<file path="config.mk">
export PLATFORM = sky130hd
export DESIGN_NAME = dcer_ram
export DESIGN_NICKNAME = d
export VERILOG_FILES = /design/src/core/dcer_pkg.sv /design/src/core/dcer_mem_array.sv /design/src/core/dcer_ram.sv
export SDC_FILE = /design/constraint.sdc
export NUM_CORES = 2
export LEC_CHECK = 0
export BUFFER_PORTS_ARGS = -buffer_cell sky130_fd_sc_hd__buf_2
export CORE_MARGIN = 2
export CORE_UTILIZATION = 35
export DETAILED_ROUTE_END_ITERATION = 10
export GPL_TIMING_DRIVEN = 1
export PLACE_DENSITY = 0.61
export SYNTH_ARGS = -nofsm -noshare
export SYNTH_HDL_FRONTEND = slang
export SYNTH_SLANG_ARGS = --single-unit
</file>
<file path="constraint.sdc">
create_clock -name clock -period 5.5 [get_ports clock]
set_clock_uncertainty 0.1 [all_clocks]
set_input_delay 0 -clock clock [delete_from_list [all_inputs] [get_ports clock]]
set_output_delay 0 -clock clock [all_outputs]
set_load 0.05 [all_outputs]
</file>
<file path="src/core/dcer_pkg.sv">
/*
  Package for the dual-clock embedded RAM: widths, reset values and the
  dual-port / single-port mode encoding.
  Assumes the user logic holds the mode steady while the memory is in use.
*/
package dcer_pkg;

  localparam int ADDR_W = 8;
  localparam int DATA_W = 16;
  localparam int DEPTH  = 256;

  localparam logic [ADDR_W-1:0] ADDR_RST = 8'h00;
  localparam logic [DATA_W-1:0] DATA_RST = 16'h0000;

  // Gray-adjacent codes; 2'h2 is not a legal mode
  typedef enum logic [1:0] {
    DCER_MODE_RW = 2'h0,
    DCER_MODE_IO = 2'h1,
    DCER_MODE_SP = 2'h3
  } dcer_mode_e;

endpackage

</file>
<file path="src/core/dcer_mem_array.sv">
/*
  Storage array of the embedded memory block: one synchronous write port
  and one combinational read port.
  Assumes the caller registers addresses and data; contents are not reset.
*/
`timescale 1ns/100ps
module dcer_mem_array
  import dcer_pkg::*;
(
  input  wire logic              clock,
  input  wire logic              wr_en,
  input  wire logic [ADDR_W-1:0] wr_addr,
  input  wire logic [DATA_W-1:0] wr_data,
  input  wire logic [ADDR_W-1:0] rd_addr,
  output logic      [DATA_W-1:0] rd_data
);

  logic [DATA_W-1:0] mem [DEPTH];

  always_ff @(posedge clock) begin
    if (wr_en) begin
      mem[wr_addr] <= wr_data;
    end
  end

  // Read of the word being written returns the old contents
  assign rd_data = mem[rd_addr];

endmodule

</file>
<file path="src/core/dcer_ram.sv">
/*
  Embedded memory block with registered ports: read/write clock mode,
  input/output clock mode and single-port mode.
  Assumes one system clock; each side's slower clock arrives as a
  one-cycle enable. Clear inputs are sampled synchronously.
*/
// Functional notes
// - Two dual-port modes selectable by configuration
// - Input clock captures all input registers except the read side in read/write mode
// - Output registers follow only the output clock
// - Separate enables and clears per register side
// - Local, global or chip reset clears registers
// - Single-port mode shares one address

`timescale 1ns/100ps
module dcer_ram
  import dcer_pkg::*;
(
  input  wire logic              clock,
  input  wire logic              srst,
  input  wire logic [1:0]        mode,
  input  wire logic              in_ce,
  input  wire logic              out_ce,
  input  wire logic              in_clr,
  input  wire logic              out_clr,
  input  wire logic              global_clr,
  input  wire logic [DATA_W-1:0] wr_data,
  input  wire logic              wr_strobe,
  input  wire logic [ADDR_W-1:0] wr_addr,
  input  wire logic              read_strobe,
  input  wire logic [ADDR_W-1:0] rd_addr,
  output logic      [DATA_W-1:0] rd_data,
  output logic                   rd_valid
);

  logic              in_grp_clr;
  logic              out_grp_clr;
  logic              rd_cap_ce;
  logic              rd_cap_clr;
  logic              mode_rw;
  logic              mode_sp;
  logic              mem_wr_en;
  logic [DATA_W-1:0] mem_q;

  logic [DATA_W-1:0] wd_ff;
  logic              we_ff;
  logic [ADDR_W-1:0] wa_ff;
  logic              rd_req_ff;
  logic [ADDR_W-1:0] ra_ff;
  logic [DATA_W-1:0] rd_data_ff;
  logic              rd_valid_ff;

  // Mode decode is shared by the datapath and the checks
  function automatic logic mode_is(
    input logic [1:0] m,
    input dcer_mode_e code
  );
    return (m == code);
  endfunction

  assign mode_rw = mode_is(mode, DCER_MODE_RW);
  assign mode_sp = mode_is(mode, DCER_MODE_SP);

  // Each side has its own clear; the global clear and reset reach both
  assign in_grp_clr  = in_clr  | global_clr | srst;
  assign out_grp_clr = out_clr | global_clr | srst;

  // Read/write clock mode moves the read-side inputs to the output clock
  assign rd_cap_ce  = mode_rw ? out_ce      : in_ce;
  assign rd_cap_clr = mode_rw ? out_grp_clr : in_grp_clr;

  // Write-side input registers
  always_ff @(posedge clock) begin
    if (in_grp_clr) begin
      wd_ff <= DATA_RST;
      we_ff <= 1'b0;
      wa_ff <= ADDR_RST;
    end else if (in_ce) begin
      wd_ff <= wr_data;
      we_ff <= wr_strobe;
      wa_ff <= wr_addr;
    end
  end

  // Read-side input registers
  always_ff @(posedge clock) begin
    if (rd_cap_clr) begin
      rd_req_ff <= 1'b0;
      ra_ff     <= ADDR_RST;
    end else if (rd_cap_ce) begin
      // Single port: one address, and a write blocks the read
      rd_req_ff <= read_strobe & ~(mode_sp & wr_strobe);
      ra_ff <= mode_sp ? wr_addr : rd_addr;
    end
  end

  // Store happens at the enabled input edge after the strobe was captured
  assign mem_wr_en = in_ce & we_ff & ~in_grp_clr;

  dcer_mem_array u_mem (
    .clock   (clock),
    .wr_en   (mem_wr_en),
    .wr_addr (wa_ff),
    .wr_data (wd_ff),
    .rd_addr (ra_ff),
    .rd_data (mem_q)
  );

  // Output registers; the data word holds until the next read or an output-side clear
  always_ff @(posedge clock) begin
    if (out_grp_clr) begin
      rd_data_ff  <= DATA_RST;
      rd_valid_ff <= 1'b0;
    end else if (out_ce) begin
      rd_valid_ff <= rd_req_ff;
      if (rd_req_ff) begin
        rd_data_ff <= mem_q;
      end
    end
  end

  assign rd_data  = rd_data_ff;
  assign rd_valid = rd_valid_ff;
endmodule

</file>
==> results.sh <==
export IMPL_cp_num_buf_inv=2
export IMPL_grt_pass1_wl_um=664000
export IMPL_avgSynthCellArea_um2=21.45
export IMPL_gp_congestion=0.9472
export IMPL_synth_fp_nets=7515
export IMPL_vias_per_cell=5.755
export IMPL_end_kind="flop"
export IMPL_core_mm2=0.4561
export IMPL_htree_levels=5
export IMPL_ys_flop_type="edfxtp_1"
export IMPL_synth_largest_area_cell="edfxtp_1"
export IMPL_maxCapViolCount=1
export IMPL_root_buffer="clkbuf_16"
export IMPL_fin_ws_ps=345.9
export IMPL_routedWlPerCell_um=33.26
export IMPL_reg2reg_slack_ps=350
export IMPL_power_density_mw_per_mm2=345.3
export IMPL_worstReg2RegStart="ra_ff[3]"
export IMPL_placed_area_mm2=0.1699
export IMPL_fill_cells=39670
export IMPL_cp_slowest_cell="nor3_1"
export IMPL_synth_top_area_share_pct=76.73
export IMPL_yosysWarnings=0
export IMPL_final_common_cell="edfxtp_1"
export IMPL_clkTransAtPathRegs_ps=60
export IMPL_routed_wl_um=482400
export IMPL_tightestPinTransition_ps=1606
export IMPL_drt_pass1_iter_count=8
export IMPL_ys_seq_area_share_pct=77.37
export IMPL_ir_drop_mv=0.2967
export IMPL_ys_async_sr_fraction_pct=0
export IMPL_critical_path_top_delay_family="simple AND/OR/NAND/NOR gates"
export IMPL_post_route_min_period_ps=5154
export IMPL_cts_sinks=4147
export IMPL_overflow=0
export IMPL_drc_errors=0
export IMPL_path_max_fanout=22
export IMPL_crit_chain="nand3b_1, buf_4, nor2_1, buf_4, a32oi_1, o2111ai_1, nor3_1, a221o_1"
export IMPL_dp_slack_ps=893.0
export IMPL_min_from="out_ce"
export IMPL_via_count=83460
export IMPL_slew_violations=62
export IMPL_fmax_mhz=194.0
export IMPL_final_cell_mix="edfxtp_1 (4096), mux4_2 (809), mux2i_1 (484), buf_4 (446), clkbuf_16 (418)"
export IMPL_cts_tree="built"
export IMPL_synth_cell_types=78
export IMPL_crit_arrival_ps=6010
export IMPL_cts_buffers=413
export IMPL_finalPower_uw=63730
export IMPL_die_area_mm2=0.4634
export IMPL_cp_start_kind="flop"
export IMPL_critical_path_max_stage_delay_ps=1270
export IMPL_hold_depth=6
export IMPL_design_area_mm2=0.1846
export IMPL_rows=248
export IMPL_io_buffers=59
export IMPL_timing_hold_violations_final=0
export IMPL_nets=8183
export IMPL_cts_repair_resized=0
export IMPL_cp_common_cell="buf_4"
export IMPL_finalSetupViolCount=0
export IMPL_clock_latency_ps=1030
export IMPL_die_w_um=680.8
export IMPL_violations="max-capacitance violations, max-slew violations"
export IMPL_track_usage_pct=20.32
export IMPL_r2r_end="rd_data[2]"
export IMPL_final_layout_size_suffix_gt1_share_pct=25.27
export IMPL_critPathKind="flop to flop"
export IMPL_cp_required_ps=6360
export IMPL_drt_iter0_drc=12650
export IMPL_grt_pass1_vias=81790
export IMPL_synth_edff_count=4096
export IMPL_min_path_type="input port to flop"
export IMPL_start_util_pct=35.14
export IMPL_status="finished, violations left"
export IMPL_netlist_top_cells_area="edfxtp_1 (77%), mux4_2 (11%), mux2i_1 (3.0%)"
export IMPL_multi_input_area_mm2=0.03363
export IMPL_ys_ff_latch=4147
export IMPL_ant_nets=0
export IMPL_r2r_cells=8
export IMPL_hold_slack_ps=260.2
export IMPL_register_area_mm2=0.1241
export IMPL_syn_area_mm2=0.1603
export IMPL_timing_final_crit_share_pct=93.71
export IMPL_num_io_pins=60
export IMPL_grt_max_degree=201
export IMPL_dp_final_hpwl_um=300800
export IMPL_tns_ps=0
export IMPL_slew_headroom_pct=-7.057
export IMPL_p_leak_uw=0.04696
export IMPL_die_height_um=680.8
export IMPL_syn2layout_area_growth_pct=15.15
export IMPL_grt_setup_unrepaired="no"
export IMPL_cts_setup_buffers=0
export IMPL_postSynthCellCount=7472
export IMPL_cts_buffer_depth=4
export IMPL_grt_antenna_before_repair=32
export IMPL_hold_end="rd_data[6]"
-- final cells by class --
cell class	instances	share of cell area, %
Antenna cell	10	0.01356
Clock buffer	516	5.920
Clock inverter	251	1.285
Inverter	6	0.01762
Multi-Input combinational cell	2883	18.22
Sequential cell	4147	67.23
Tap cell	6000	4.067
Timing Repair Buffer	689	3.246
-- registers in the layout (all words and copies together) (netlist names) --
| register | cells |
|---|---|
| rd_req_ff | 1 |
| rd_data | 16 |
| u_mem.mem | 4096 |
| wd_ff | 16 |
| wa_ff | 8 |
| we_ff | 1 |
| rd_valid | 1 |
| ra_ff | 8 |
-- worst max path at each step --
stage                     cells past startpoint  slack, ps     start              end
after floorplan                               0       1150  wd_ff[0]  u_mem.mem[0][0]
after global placement                       10        840  ra_ff[1]       rd_data[3]
after detailed placement                     12        890  ra_ff[0]       rd_data[5]
after CTS                                    12        860  ra_ff[0]       rd_data[5]
after global routing                         11        680  ra_ff[0]       rd_data[8]
final                                         8        350  ra_ff[3]       rd_data[2]
-- synth_stat cells, types with 19 or more instances --
cell type and number:
nor2_1 363, dfxtp_1 51, o21ai_0 89, nand2_1 200, edfxtp_1 4096, mux2i_1 484, a22oi_1 78, buf_8 42
buf_4 60, nand3_1 66, a31oi_1 19, a211oi_1 49, o221ai_1 61, buf_6 51, a2111oi_0 37, mux4_2 809
buf_2 112, mux2_2 20, mux4_1 54, nor3_1 61, o22ai_1 154, clkbuf_1 139, nor4_1 22, a21oi_1 89
-- tightest hold or removal path, cell delays in order --
cell	delay (ps)
dlygate4sd3_1	530
buf_2	210
nand3_1	150
nor2_1	190
nand4_1	160
o211ai_1	90
-- routing by layer --
layer,share of wire (%),global-route usage (%),wire length [um],vias up
met3,11,4.580,51040,941
met1,38,27.14,182700,44610
met2,46,31.39,221100,5038
li1,-,-,-,32860
met4,5.7,10.08,27380,18
met5,0.028,0,134,-
-- where the power goes --
| part | internal (uW) | switching, uW | leakage [uW] |
|---|---|---|---|
| Combinational | 498 | 997 | 0.0108 |
| Clock | 15700 | 12200 | 0.00647 |
| Sequential | 34400 | 76.7 | 0.0297 |
| Total | 50500 | 13200 | 0.0470 |
-- through the flow --
step                      cells  util (%)
after floorplan            7472         -
after global placement    13590     37.25
after detailed placement  13590     37.26
after CTS                 14490     40.46
after global routing      14490     40.46
final                     14500     40.47
-- kinds of logic after synthesis --
| kind of cell | synth area share [%] |
|---|---|
| flops | 77.37 |
| mux | 15.41 |
| simple gates | 2.223 |
| compound gates | 3.074 |
| buf+inv | 1.920 |
-- timing repair --
action / CTS / global route
hold endpoints to repair: 50 / 0
endpoints found under the setup margin: 0 / 0
hold buffers: 132 / 0
No activity file was read; power rests on OpenSTA's default activity.
